### config.mk
export PLATFORM = sky130hd
export DESIGN_NAME = mcjc_core
export DESIGN_NICKNAME = d
export VERILOG_FILES = /design/src/mcjc_pkg.sv /design/src/mcjc_core.sv
export SDC_FILE = /design/constraint.sdc
export NUM_CORES = 1
export LEC_CHECK = 0
export ABC_CLOCK_PERIOD_IN_PS = 1700
export BUFFER_PORTS_ARGS = -buffer_cell sky130_fd_sc_hd__buf_2
export CORE_UTILIZATION = 45
export CTS_CLUSTER_DIAMETER = 100
export DETAILED_ROUTE_END_ITERATION = 7
export PLACE_DENSITY = 0.77
export SLEW_MARGIN = 20
export SYNTH_ARGS = -nofsm -noshare
export SYNTH_HDL_FRONTEND = slang
export SYNTH_SLANG_ARGS = --single-unit
### constraint.sdc
create_clock -name clk_sys -period 1.7 [get_ports clk_sys]
set_input_delay 0.17 -clock clk_sys [delete_from_list [all_inputs] [get_ports clk_sys]]
set_output_delay 0.17 -clock clk_sys [all_outputs]
set_load 0.03 [all_outputs]
### src/mcjc_pkg.sv
// Purpose: shared constants and carriers of the microcycle clock and jam control
// Assumes: 250 MHz system clock, Avalon-MM register slave with 32-bit data
// Notes: delay-line figures are expressed as clock-cycle counts
package mcjc_pkg;
   localparam int CLK_NS = 4;
   localparam int PULSE_NS = 40;
   localparam int JAM_GAP_NS = 100;
   // least times round up
   localparam int PULSE_CYC = (PULSE_NS + CLK_NS - 1) / CLK_NS;
   localparam int JAM_GAP_CYC = (JAM_GAP_NS + CLK_NS - 1) / CLK_NS;
   localparam int DL2_CYC_DEF = 3;
   localparam int DL3_CYC_DEF = 20;
   localparam int DL4_CYC_DEF = 20;
   localparam int JAM_CYC_DEF = 12;
   localparam int JST_CYC_DEF = 4;
   localparam int CNT_W = 8;
   localparam int PTR_W_DEF = 9;

   localparam logic [4:0] OFS_CTRL = 5'h00;
   localparam logic [4:0] OFS_STAT = 5'h04;
   localparam logic [4:0] OFS_IRQ_STAT = 5'h08;
   localparam logic [4:0] OFS_IRQ_CLR = 5'h0c;
   localparam logic [4:0] OFS_IRQ_EN = 5'h10;
   localparam logic [4:0] OFS_RESTART = 5'h14;

   localparam int CTRL_W = 4;
   localparam int CTRL_MANUAL = 0;
   localparam int CTRL_HALT = 1;
   localparam int CTRL_RST_EN = 2;
   localparam int CTRL_ACK_EN = 3;
   localparam logic [CTRL_W-1:0] CTRL_RESET = 4'h8;

   localparam int IRQ_W = 4;
   localparam int IRQ_STOPPED = 0;
   localparam int IRQ_FORCED_RESTART_PULSE = 1;
   localparam int IRQ_JAM_DONE = 2;
   localparam int IRQ_BUS_ERR = 3;

   typedef enum logic [1:0] {
      CL_SHORT = 2'h0,
      CL_MIDDLE = 2'h1,
      CL_LONG = 2'h2,
      CL_LONG_ALT = 2'h3
   } mcjc_len_e;

   typedef struct packed {
      logic [1:0] clk_len;
      logic microword_clock_halt_bit;
      logic [2:0] dp_sel;
      logic [2:0] if_sel;
   } mcjc_uword_s;

   typedef struct packed {
      logic odd_addr_err;
      logic red_zone_ovf;
      logic start_in_halt;
      logic power_restart;
      logic no_response_timeout_flag;
      logic powerup_initialize;
   } mcjc_cause_s;
endpackage

### src/mcjc_core.sv
// Purpose: microcycle clock with three cycle lengths, idle control, manual
//    single step and forced-jump (jam) sequencing, Avalon-MM register slave
// Assumes: microword and jam causes come from logic on clk_sys; slave
//    acknowledge and maintenance switch are pins
// Notes: every delay line and one-shot is a down counter on clk_sys
//
// Notes on behaviour
// - a cycle starts with a base pulse of about 40 ns
// - short length: delayed base pulse leaves as phase one and ends the cycle
// - middle length: no phase one; phase two ends the cycle
// - long length: phase two does not end the cycle; phase three ends cycle
// - microword load and timing state clocked on every cycle end, ungated
// - data path and interface strobes gate the phase pulses by microword bits
// - end-of-cycle pulses go out to the status flag logic
// - at cycle end: continue if no stop condition, else set idle and stop
// - halt bit or halt request: finish cycle, load word, wait for restart
// - restart accepted only when fully stopped, never a partial pulse
// - slave acknowledge restarts first; other sources lower, each enabled except the jam restart
// - manual mode: switch starts one sequence; idle state untouched
// - after halt and restart the loaded microword continues, pointer kept
// - errors or power-up stop normal timing and force a fixed address
// - jam flags set by bus errors or power events; these trigger the jam
// - during jam: pointer set/clear, trap clear, flag clock
// - jam end releases pointer; 100 ns later word load and restart pulse
// - restart pulse clears the timeout flag if it caused the jam; restarts
//
// Implementation choices: register access over Avalon-MM and the register addresses.
`timescale 1ns/1ps
`default_nettype none
module mcjc_core #(
   parameter int DL2_CYC = mcjc_pkg::DL2_CYC_DEF,
   parameter int DL3_CYC = mcjc_pkg::DL3_CYC_DEF,
   parameter int DL4_CYC = mcjc_pkg::DL4_CYC_DEF,
   parameter int JAM_CYC = mcjc_pkg::JAM_CYC_DEF,
   parameter int JST_CYC = mcjc_pkg::JST_CYC_DEF,
   parameter int PTR_W = mcjc_pkg::PTR_W_DEF,
   parameter logic [PTR_W-1:0] ADDR_PWRUP = 9'h001,
   parameter logic [PTR_W-1:0] ADDR_BUS_ERR = 9'h002,
   parameter logic [PTR_W-1:0] ADDR_NO_RESP = 9'h003
) (
   input wire logic clk_sys,
   input wire logic rst_n,
   input wire logic [4:0] avs_address,
   input wire logic avs_read,
   input wire logic avs_write,
   input wire logic [31:0] avs_writedata,
   input wire logic [3:0] avs_byteenable,
   output logic [31:0] avs_readdata,
   output logic avs_waitrequest,
   input wire mcjc_pkg::mcjc_uword_s uword,
   input wire logic halt_req,
   input wire logic restart_req,
   input wire logic slave_acknowledge,
   input wire logic maint_switch_n,
   input wire mcjc_pkg::mcjc_cause_s cause,
   output logic phase_pulse_one,
   output logic phase_pulse_two,
   output logic phase_pulse_three,
   output logic cycle_end_pulse,
   output logic end_of_cycle_reclock,
   output logic dp_strobe,
   output logic if_strobe,
   output logic idle_state,
   output logic forced_jump_pulse,
   output logic [PTR_W-1:0] ptr_set,
   output logic [PTR_W-1:0] ptr_clear,
   output logic trap_irq_clear,
   output logic fault_flag_clock,
   output logic forced_word_load_strobe,
   output logic forced_restart_pulse,
   output logic no_response_clear,
   output logic irq
);
   localparam int CW = mcjc_pkg::CNT_W;
   localparam logic [CW-1:0] PW_N = CW'(mcjc_pkg::PULSE_CYC - 1);
   localparam logic [CW-1:0] D2_N = CW'(DL2_CYC - 1);
   localparam logic [CW-1:0] D3_N = CW'(DL3_CYC - 1);
   localparam logic [CW-1:0] D4_N = CW'(DL4_CYC - 1);
   localparam logic [CW-1:0] JAM_N = CW'(JAM_CYC - 1);
   localparam logic [CW-1:0] GAP_N = CW'(mcjc_pkg::JAM_GAP_CYC - 1);
   localparam logic [CW-1:0] JST_N = CW'(JST_CYC - 1);

   // counter width and the 9-bit jam addresses bound the parameters
   if (DL2_CYC < 1 || DL3_CYC < 1 || DL4_CYC < 1 || JAM_CYC < 1 || JST_CYC < 1 ||
       DL2_CYC > 255 || DL3_CYC > 255 || DL4_CYC > 255 || JAM_CYC > 255 ||
       JST_CYC > 255 || PTR_W != 9) begin : g_param_check
      $error("mcjc_core: parameter out of range");
   end

   typedef enum logic [2:0] {
      ST_STOP = 3'h0,
      ST_BASE = 3'h1,
      ST_DL2 = 3'h3,
      ST_DL3 = 3'h2,
      ST_DL4 = 3'h6
   } mcjc_clk_e;
   typedef enum logic [1:0] {
      J_IDLE = 2'h0,
      J_PULSE = 2'h1,
      J_GAP = 2'h3,
      J_START = 2'h2
   } mcjc_jam_e;

   mcjc_clk_e st_r;
   mcjc_jam_e jst_r;
   logic [CW-1:0] cnt_r;
   logic [CW-1:0] jcnt_r;
   logic [CW-1:0] cnt_nxt;
   logic [2:0] ack_sync_r;
   logic [2:0] sw_sync_r;
   logic [mcjc_pkg::CTRL_W-1:0] ctrl_r;
   logic [mcjc_pkg::IRQ_W-1:0] irq_stat_r;
   logic [mcjc_pkg::IRQ_W-1:0] irq_en_r;
   logic sw_restart_r;
   logic jam_restart_r;
   logic jam_bus_error_flag_r;
   logic jam_powerup_flag_r;
   logic timeout_cause_r;
   logic [mcjc_pkg::IRQ_W-1:0] irq_evt;
   logic reg_req;
   logic reg_do;
   logic cyc_end;
   logic stop_cond;
   logic manual;
   logic ack_edge;
   logic sw_press;
   logic start_norm;
   logic start_man;
   logic ph1_nxt;
   logic ph2_nxt;
   logic ph3_nxt;
   logic jam_trig;
   logic [PTR_W-1:0] jam_addr;
   mcjc_pkg::mcjc_len_e len;

   assign len = mcjc_pkg::mcjc_len_e'(uword.clk_len);
   assign manual = ctrl_r[mcjc_pkg::CTRL_MANUAL];

   // pins: two flops before any logic; third stage only for edge detect
   always_ff @(posedge clk_sys or negedge rst_n) begin
      if (!rst_n) begin
         ack_sync_r <= 3'h0;
         sw_sync_r <= 3'h0;
      end else begin
         ack_sync_r <= {ack_sync_r[1:0], slave_acknowledge};
         sw_sync_r <= {sw_sync_r[1:0], ~maint_switch_n};
      end
   end
   assign ack_edge = ack_sync_r[1] & ~ack_sync_r[2];
   assign sw_press = sw_sync_r[1] & ~sw_sync_r[2];

   // phase pulses are next-state terms so the registered outputs align
   always_comb begin
      ph1_nxt = 1'b0;
      ph2_nxt = 1'b0;
      ph3_nxt = 1'b0;
      if (cnt_r == '0) begin
         unique case (st_r)
            ST_DL2: ph1_nxt = (len == mcjc_pkg::CL_SHORT);
            ST_DL3: ph2_nxt = 1'b1;
            ST_DL4: ph3_nxt = 1'b1;
            default: ;
         endcase
      end
   end
   assign cyc_end = ph1_nxt | (ph2_nxt & (len == mcjc_pkg::CL_MIDDLE)) | ph3_nxt;
   assign stop_cond = uword.microword_clock_halt_bit | halt_req |
                      ctrl_r[mcjc_pkg::CTRL_HALT] | (jst_r != J_IDLE) | jam_trig;
   // acknowledge first, then lower sources, all enabled except the jam restart
   assign start_norm = (st_r == ST_STOP) && idle_state && !manual &&
                       ((ack_edge && ctrl_r[mcjc_pkg::CTRL_ACK_EN]) || jam_restart_r ||
                        (ctrl_r[mcjc_pkg::CTRL_RST_EN] && (restart_req || sw_restart_r)));
   assign start_man = (st_r == ST_STOP) && manual && sw_press;

   // one counter models all delay lines
   always_comb begin
      cnt_nxt = cnt_r - 1'b1;
      if (cnt_r == '0) begin
         unique case (st_r)
            ST_STOP: cnt_nxt = PW_N;
            ST_BASE: cnt_nxt = D2_N;
            ST_DL2: cnt_nxt = (len == mcjc_pkg::CL_SHORT) ? PW_N : D3_N;
            ST_DL3: cnt_nxt = (len == mcjc_pkg::CL_MIDDLE) ? PW_N : D4_N;
            ST_DL4: cnt_nxt = PW_N;
            default: cnt_nxt = PW_N;
         endcase
      end
   end

   always_ff @(posedge clk_sys or negedge rst_n) begin
      if (!rst_n) begin
         st_r <= ST_STOP;
         cnt_r <= '0;
      end else if (st_r == ST_STOP) begin
         cnt_r <= PW_N;
         if (start_norm || start_man)
            st_r <= ST_BASE;
      end else begin
         cnt_r <= cnt_nxt;
         if (cnt_r == '0) begin
            unique case (st_r)
               ST_BASE: st_r <= ST_DL2;
               ST_DL2: st_r <= ph1_nxt ? ST_STOP : ST_DL3;
               ST_DL3: st_r <= (len == mcjc_pkg::CL_MIDDLE) ? ST_STOP : ST_DL4;
               ST_DL4: st_r <= ST_STOP;
               default: st_r <= ST_STOP;
            endcase
            // continue unless stopping; manual always stops
            if (cyc_end && !stop_cond && !manual)
               st_r <= ST_BASE;
         end
      end
   end

   // idle set at a stopping cycle end, cleared on normal restart
   always_ff @(posedge clk_sys or negedge rst_n) begin
      if (!rst_n)
         idle_state <= 1'b1;
      else if (start_norm)
         idle_state <= 1'b0;
      else if (cyc_end && stop_cond && !manual)
         idle_state <= 1'b1;
   end

   // ungated load on every cycle end
   always_ff @(posedge clk_sys or negedge rst_n) begin
      if (!rst_n) begin
         phase_pulse_one <= 1'b0;
         phase_pulse_two <= 1'b0;
         phase_pulse_three <= 1'b0;
         cycle_end_pulse <= 1'b0;
         end_of_cycle_reclock <= 1'b0;
         dp_strobe <= 1'b0;
         if_strobe <= 1'b0;
      end else begin
         phase_pulse_one <= ph1_nxt;
         phase_pulse_two <= ph2_nxt;
         phase_pulse_three <= ph3_nxt;
         cycle_end_pulse <= cyc_end;
         end_of_cycle_reclock <= cyc_end;
         dp_strobe <= |(uword.dp_sel & {ph3_nxt, ph2_nxt, ph1_nxt});
         if_strobe <= |(uword.if_sel & {ph3_nxt, ph2_nxt, ph1_nxt});
      end
   end

   // jam flags; set wins over the clear by the restart pulse
   always_ff @(posedge clk_sys or negedge rst_n) begin
      if (!rst_n) begin
         jam_bus_error_flag_r <= 1'b0;
         jam_powerup_flag_r <= 1'b0;
      end else begin
         if (cause.odd_addr_err || cause.red_zone_ovf)
            jam_bus_error_flag_r <= 1'b1;
         else if (jst_r == J_START)
            jam_bus_error_flag_r <= 1'b0;
         if (cause.start_in_halt || cause.power_restart)
            jam_powerup_flag_r <= 1'b1;
         else if (jst_r == J_START)
            jam_powerup_flag_r <= 1'b0;
      end
   end
   assign jam_trig = (jst_r == J_IDLE) && (jam_bus_error_flag_r || jam_powerup_flag_r ||
                     cause.no_response_timeout_flag || cause.powerup_initialize);
   // address chosen by cause, power-up first
   assign jam_addr = (jam_powerup_flag_r || cause.powerup_initialize) ? ADDR_PWRUP :
                     jam_bus_error_flag_r ? ADDR_BUS_ERR : ADDR_NO_RESP;

   always_ff @(posedge clk_sys or negedge rst_n) begin
      if (!rst_n) begin
         jst_r <= J_IDLE;
         jcnt_r <= '0;
      end else begin
         jcnt_r <= jcnt_r - 1'b1;
         unique case (jst_r)
            J_IDLE: begin
               jcnt_r <= JAM_N;
               if (jam_trig)
                  jst_r <= J_PULSE;
            end
            J_PULSE: if (jcnt_r == '0) begin
               jst_r <= J_GAP;
               jcnt_r <= GAP_N;
            end
            J_GAP: if (jcnt_r == '0) begin
               jst_r <= J_START;
               jcnt_r <= JST_N;
            end
            J_START: if (jcnt_r == '0)
               jst_r <= J_IDLE;
         endcase
      end
   end

   // pointer controls and flag strobes while jam pulse is active
   always_ff @(posedge clk_sys or negedge rst_n) begin
      if (!rst_n) begin
         forced_jump_pulse <= 1'b0;
         ptr_set <= '0;
         ptr_clear <= '0;
         trap_irq_clear <= 1'b0;
         fault_flag_clock <= 1'b0;
         timeout_cause_r <= 1'b0;
      end else begin
         forced_jump_pulse <= jam_trig || (jst_r == J_PULSE && jcnt_r != '0);
         trap_irq_clear <= jam_trig;
         fault_flag_clock <= jam_trig;
         if (jam_trig) begin
            ptr_set <= jam_addr;
            ptr_clear <= ~jam_addr;
            timeout_cause_r <= cause.no_response_timeout_flag;
         // release pointer controls at jam end
         // outside a jam the pointer is left alone
         end else if (jst_r == J_PULSE && jcnt_r == '0) begin
            ptr_set <= '0;
            ptr_clear <= '0;
         end
      end
   end

   always_ff @(posedge clk_sys or negedge rst_n) begin
      if (!rst_n) begin
         forced_word_load_strobe <= 1'b0;
         forced_restart_pulse <= 1'b0;
         no_response_clear <= 1'b0;
         jam_restart_r <= 1'b0;
      end else begin
         forced_word_load_strobe <= (jst_r == J_GAP) && (jcnt_r == '0);
         forced_restart_pulse <= (jst_r == J_GAP && jcnt_r == '0) ||
                                 (jst_r == J_START && jcnt_r != '0);
         no_response_clear <= (jst_r == J_GAP) && (jcnt_r == '0) && timeout_cause_r;
         // held until the clock is truly stopped
         if (jst_r == J_GAP && jcnt_r == '0)
            jam_restart_r <= 1'b1;
         else if (start_norm)
            jam_restart_r <= 1'b0;
      end
   end

   // bus slave: one wait cycle then answer
   assign reg_req = avs_read | avs_write;
   assign reg_do = reg_req & ~avs_waitrequest;
   always_ff @(posedge clk_sys or negedge rst_n) begin
      if (!rst_n) begin
         avs_waitrequest <= 1'b1;
         avs_readdata <= 32'h0000_0000;
      end else begin
         avs_waitrequest <= ~(reg_req & avs_waitrequest);
         if (avs_read && avs_waitrequest) begin
            unique case (avs_address)
               mcjc_pkg::OFS_CTRL: avs_readdata <= 32'(ctrl_r);
               mcjc_pkg::OFS_STAT: avs_readdata <= 32'({jam_powerup_flag_r,
                  jam_bus_error_flag_r, (jst_r != J_IDLE), (st_r != ST_STOP), idle_state});
               mcjc_pkg::OFS_IRQ_STAT: avs_readdata <= 32'(irq_stat_r);
               mcjc_pkg::OFS_IRQ_EN: avs_readdata <= 32'(irq_en_r);
               default: avs_readdata <= 32'h0000_0000;
            endcase
         end
      end
   end

   always_ff @(posedge clk_sys or negedge rst_n) begin
      if (!rst_n) begin
         ctrl_r <= mcjc_pkg::CTRL_RESET;
         irq_en_r <= '0;
         sw_restart_r <= 1'b0;
      end else begin
         if (reg_do && avs_write && avs_byteenable[0]) begin
            if (avs_address == mcjc_pkg::OFS_CTRL)
               ctrl_r <= avs_writedata[mcjc_pkg::CTRL_W-1:0];
            if (avs_address == mcjc_pkg::OFS_IRQ_EN)
               irq_en_r <= avs_writedata[mcjc_pkg::IRQ_W-1:0];
         end
         if (reg_do && avs_write && avs_byteenable[0] &&
             avs_address == mcjc_pkg::OFS_RESTART && avs_writedata[0])
            sw_restart_r <= 1'b1;
         else if (start_norm || start_man)
            sw_restart_r <= 1'b0;
      end
   end

   // sticky events; a set in the clearing cycle survives
   assign irq_evt[mcjc_pkg::IRQ_STOPPED] = cyc_end && stop_cond && !manual;
   assign irq_evt[mcjc_pkg::IRQ_FORCED_RESTART_PULSE] = jam_trig;
   assign irq_evt[mcjc_pkg::IRQ_JAM_DONE] = (jst_r == J_START) && (jcnt_r == '0);
   assign irq_evt[mcjc_pkg::IRQ_BUS_ERR] = cause.odd_addr_err | cause.red_zone_ovf;
   always_ff @(posedge clk_sys or negedge rst_n) begin
      if (!rst_n) begin
         irq_stat_r <= '0;
         irq <= 1'b0;
      end else begin
         if (reg_do && avs_write && avs_byteenable[0] &&
             avs_address == mcjc_pkg::OFS_IRQ_CLR)
            irq_stat_r <= (irq_stat_r & ~avs_writedata[mcjc_pkg::IRQ_W-1:0]) | irq_evt;
         else
            irq_stat_r <= irq_stat_r | irq_evt;
         irq <= |(irq_stat_r & irq_en_r);
      end
   end

   base_width_a: assert property (@(posedge clk_sys) disable iff (!rst_n)
      $rose(st_r == ST_BASE) |->
         (st_r == ST_BASE) [*8] ##1 (st_r == ST_BASE) [*2] ##1 (st_r == ST_DL2))
      else $error("base pulse width wrong");
   short_end_a: assert property (@(posedge clk_sys) disable iff (!rst_n)
      phase_pulse_one |-> cycle_end_pulse && !phase_pulse_two)
      else $error("phase one without cycle end");
   mid_no_p1_a: assert property (@(posedge clk_sys) disable iff (!rst_n)
      phase_pulse_two && cycle_end_pulse |-> !phase_pulse_one && !phase_pulse_three)
      else $error("middle cycle pulses wrong");
   long_end_a: assert property (@(posedge clk_sys) disable iff (!rst_n)
      phase_pulse_three |-> cycle_end_pulse && $past(st_r) == ST_DL4)
      else $error("phase three not ending long cycle");
   reload_pair_a: assert property (@(posedge clk_sys) disable iff (!rst_n)
      cycle_end_pulse == end_of_cycle_reclock)
      else $error("reclock not tied to cycle end");
   strobe_gate_a: assert property (@(posedge clk_sys) disable iff (!rst_n)
      (dp_strobe || if_strobe) |->
         (phase_pulse_one || phase_pulse_two || phase_pulse_three))
      else $error("strobe without phase pulse");
   stop_idle_a: assert property (@(posedge clk_sys) disable iff (!rst_n)
      idle_state && st_r == ST_STOP && !start_man |=> !phase_pulse_one && !phase_pulse_two)
      else $error("pulse while idle");
   restart_stop_a: assert property (@(posedge clk_sys) disable iff (!rst_n)
      $rose(st_r == ST_BASE) && !cycle_end_pulse |-> $past(st_r) == ST_STOP)
      else $error("restart from running clock");
   manual_idle_a: assert property (@(posedge clk_sys) disable iff (!rst_n)
      manual && !start_norm |=> $stable(idle_state))
      else $error("manual step changed idle");
   jam_ptr_a: assert property (@(posedge clk_sys) disable iff (!rst_n)
      forced_jump_pulse |-> (ptr_set == ~ptr_clear))
      else $error("pointer controls not complementary");
   ptr_idle_a: assert property (@(posedge clk_sys) disable iff (!rst_n)
      !forced_jump_pulse |-> ptr_set == '0 && ptr_clear == '0)
      else $error("pointer controls outside jam");
   jam_gap_a: assert property (@(posedge clk_sys) disable iff (!rst_n)
      $fell(forced_jump_pulse) |-> ##[24:26] forced_word_load_strobe)
      else $error("jam gap wrong");
   jam_restart_a: assert property (@(posedge clk_sys) disable iff (!rst_n)
      $rose(forced_restart_pulse) |-> forced_word_load_strobe)
      else $error("restart pulse without word load");
   short_c: cover property (@(posedge clk_sys) phase_pulse_one);
   long_c: cover property (@(posedge clk_sys) phase_pulse_three);
   jam_c: cover property (@(posedge clk_sys) forced_restart_pulse ##[1:400] cycle_end_pulse);
   manual_c: cover property (@(posedge clk_sys) start_man);
endmodule // mcjc_core
`default_nettype wire

==> results.txt <==
The library cell used most frequently in the layout, excluding fill and tap cells, is sky130_fd_sc_hd__dfrtp_1. The power density relative to cell area is 1370 mW/mm2. The maximum fanout along the worst path is 7. The biggest area contributor in the post-synthesis netlist is sky130_fd_sc_hd__dfrtp_1.

The core outline area is 0.00737 mm2. The routed length per instance is 13.8 um. The number of buffers on the longest clock path is 2. The number of core rows came out at 31. Leaving out fill and tap cells, the most frequent cells in the layout are sky130_fd_sc_hd__dfrtp_1 (65), sky130_fd_sc_hd__buf_2 (64), sky130_fd_sc_hd__buf_4 (41), sky130_fd_sc_hd__conb_1 (34), sky130_fd_sc_hd__nand2_1 (30). The number of distinct library cell variants in the gate-level netlist after synthesis came out at 60. The worst setup path is launched from a flip-flop.

The area of all placed cells without fillers came out at 0.00443 mm2. The cell count after synthesis came out at 326. Summing over every cut layer, the via total after detailed routing is approximately 2700. The fmax came out at 560 MHz.

The H-tree was split into 3 levels. After synthesis the cells add up to about 0.0035 mm2. The flow ran to the end, but the final reports show violations. Power comes to 6.09 mW. The share of the clock period used by the worst path came out at 105%. The commonest register cell after synthesis is sky130_fd_sc_hd__dfrtp_1. In this design, the largest share of critical-path delay is due to simple AND/OR/NAND/NOR gates. The share of the Yosys chip area taken by registers is 48.9%. In the post-synthesis netlist, the biggest area contributors are sky130_fd_sc_hd__dfrtp_1 (47%), sky130_fd_sc_hd__buf_4 (9.0%), sky130_fd_sc_hd__mux2_2 (3.9%). The die span in y is between 80 and 90 um. Setup repair after global routing could not meet its margin everywhere. The global-route wire length before repair came out at 12200 um.

For this run, the total global-route usage over all layers was measured as 19.3%. For this configuration, the core starts out at a cell density of 47.3%. The total negative slack is -0.740 ns. The number of standard cells in the layout, taps in and fillers out came out at 541.

STA puts the critical path data required time at approximately 2 ns. The number of design rule violations left after detail routing is 0. STA puts the critical path data arrival time at 2.06 ns.

The area enclosed by the die boundary is 0.00810 mm2. The global-route congestion overflow total is 0. The Yosys step of the flow raised 0 warnings. Traced cell by cell, the critical path runs through inv_2 > ha_4 > or3b_4 > buf_8 > nor2_4 > buf_6 > nand3_2 > o21ai_1. The placed instance count is 512. The tightest slew margin relative to the limit is 63.3%.

The initial antenna violation count came out at 0. The critical path is of the flip-flop to flip-flop type. The transition time at the pin with the least slew margin is 0.541 ns. The final-report setup violation count came out at 18. The maximum cell stage delay along the critical path came out at between 0.4 and 0.5 ns. The worst setup path is captured at a flip-flop. In this run, CTS created clock tree buffers numbering 9. The count of buffering cells on the critical path with inverters included came out at 3. Entering global routing, the biggest net connects between 60 and 70 pins. The average vias per placed instance is 5.01. The number of max-slew violations in the final report came to 0. The hold violation count in the final report is 0. The clock edge transition at the registers on the reported setup and hold paths is about 0.08 ns.

The setup slack after layout came out at -0.0865 ns. In this run the critical register-to-register path is launched from cnt_r[0]. The fraction of registers with async set or reset after synthesis came out at 100%. The final layout net count came out at a little over 500.

The floorplan step set the die width to 90.0 um. The checks that failed: negative setup slack. The worst clock skew on the final layout came out at roughly 0.011 ns. TritonCTS built the clock tree. After synthesis the netlist holds a flip-flop and latch count of 68. Routability-driven placement finished with a final weighted congestion of 0.816. The launching element of the worst setup path is cnt_r[0]. The HPWL after detailed placement is around 5300 um. IR analysis of the VDD net gives a maximum drop of 0.861 mV.

The post-route netlist has 39.1% of its cells at a drive strength greater than 1. The via count of the first global-routing pass came out at approximately 2700. The repair_antennas step left the layout with diodes totalling 0.

The worst path in the final design needs a cycle of 1.79 ns, including I/O delays and setup. The clock sink total came out at 68. The number of I/O pins came out at 130.

The tool flagged a number of max-cap violations equal to 0. The path class of the tightest hold or removal check is input port to flip-flop. The count of flip-flops with a built-in enable after synthesis came out at 0.

The worst hold path begins at cause[4]. Counting the fill cells in the layout gives 627. The count of input and output buffers is 64.

The worst-path cell with the longest stage delay is sky130_fd_sc_hd__dfrtp_1. The number of DRC markers after the initial detailed-route iteration is 121. Clock tree synthesis selected as its root buffer the cell sky130_fd_sc_hd__clkbuf_8. From synthesis to final layout, the design area changed by 27.1%.

The number of detailed-routing iterations run before antenna repair is 4. The placed instances occupy a cell area of around 0.0040 mm2. The fraction of synthesized cell area taken by the top area cell type is 46.7%. The final antenna-violating net count is 0. After detailed routing, the total wire length is 7490 um. The leakage power summed over all cells came out at 2.18 nW.

The later pin in the worst-skew pair is clocked with a latency of around 0.35 ns. The post-synthesis average cell area is 10.7 um2.
==> sequential cells by signal, summed over array words and instances, names as in the netlist, 2 cells and up <==
name,flops
jcnt_r,8
st_r,3
ack_sync_r,3
cnt_r,8
ptr_set,2
irq_en_r,4
jst_r,2
ctrl_r,4
irq_stat_r,4
ptr_clear,3
avs_readdata,5
sw_sync_r,3
==> cell usage after synthesis, drive strengths merged (3+ instances only) <==
library cell,instances
a211o,3
a21o,7
a21oi,10
a222oi,5
and3,3
and3b,3
buf,47
clkbuf,3
dfrtp,65
dfstp,3
ha,4
inv,11
mux2,12
mux2i,3
nand2,30
nand2b,5
nand3,6
nand3b,4
nor2,24
nor2b,3
nor3,9
nor4,8
o21a,4
o21ai,14
or4,3
xnor2,7
==> repair_timing <==
action | in CTS | in global routing
gates resized for setup | 7 | 19
endpoints found under the setup margin | 22 | 31
hold buffers | 7 | 0
endpoints found under the hold margin | 69 | 0
setup buffers | 2 | 4
pin swaps | 10 | 15
==> metrics by stage <==
stage                     setup slack, ns  hold WS (ns)  utilization, %
after floorplan                   -0.0204        -0.126               -
after global placement            -0.0635         0.214            54.4
after detailed placement           -0.138         0.225            54.4
after CTS                         -0.0928       0.00170            58.7
after global routing               -0.144       0.00708            60.1
final                             -0.0865        0.0156            60.1
==> area by class of cell <==
type / instances / area [um2] / share of cell area [%]
flip-flops and latches: 68 / 1710 / 38.5
clock buffers: 9 / 124 / 2.80
inverters: 11 / 41.3 / 0.932
multi-input cells: 230 / 1590 / 35.9
clock inverters: 7 / 76.3 / 1.72
well taps: 99 / 124 / 2.80
repair buffers: 117 / 767 / 17.3
==> cells by family (layout without fill, tap and decap cells) <==
| kind of cell | after synthesis | after routing | share of synthesized area, % |
|---|---|---|---|
| flops | 68 | 68 | 48.9 |
| xor+xnor | 9 | 9 | 2.26 |
| buf+inv | 61 | 144 | 11.5 |
| fa+ha+maj | 4 | 4 | 1.44 |
| simple gates | 112 | 112 | 19.9 |
| other cells | 1 | 34 | 0.108 |
| mux | 15 | 15 | 4.74 |
| compound gates | 56 | 56 | 11.1 |
==> layer usage <==
layer / share of wire [%] / up-vias / global-route usage [%]
li1: - / 1298 / -
met4: 3.1 / 0 / 9.41
met3: 5.5 / 21 / 5.75
met2: 49 / 102 / 31.8
met1: 42 / 1290 / 23.0
met5: 0 / - / 0
==> worst reg2reg max path, delay by kind of cell (launching register included) <==
kind / cells / cell delay (ns)
DFF: 1 / 0.41
AOI/OAI and AO/OA: 1 / 0.11
and+or+nand+nor: 3 / 0.68
buffers and inverters: 3 / 0.40
adders and majority gates: 1 / 0.12
==> final timing paths <==
path,to,slack (ns),cells after the start
setup / recovery,st_r[2],-0.09,8
hold / removal,irq_stat_r[3],0.02,2
setup reg to reg,st_r[2],-0.09,8
hold reg to reg,ack_sync_r[1],0.35,0
max in group asynchronous,idle_state,1.01,3
min in group asynchronous,cnt_r[3],0.37,3
==> power by group <==
part	switching [mW]	total, mW	internal, mW
Sequential	0.241	2.18	1.94
Combinational	1.44	2.57	1.13
Clock	0.651	1.33	0.683
Total	2.33	6.09	3.76
Power figures use the tool's default switching activity.
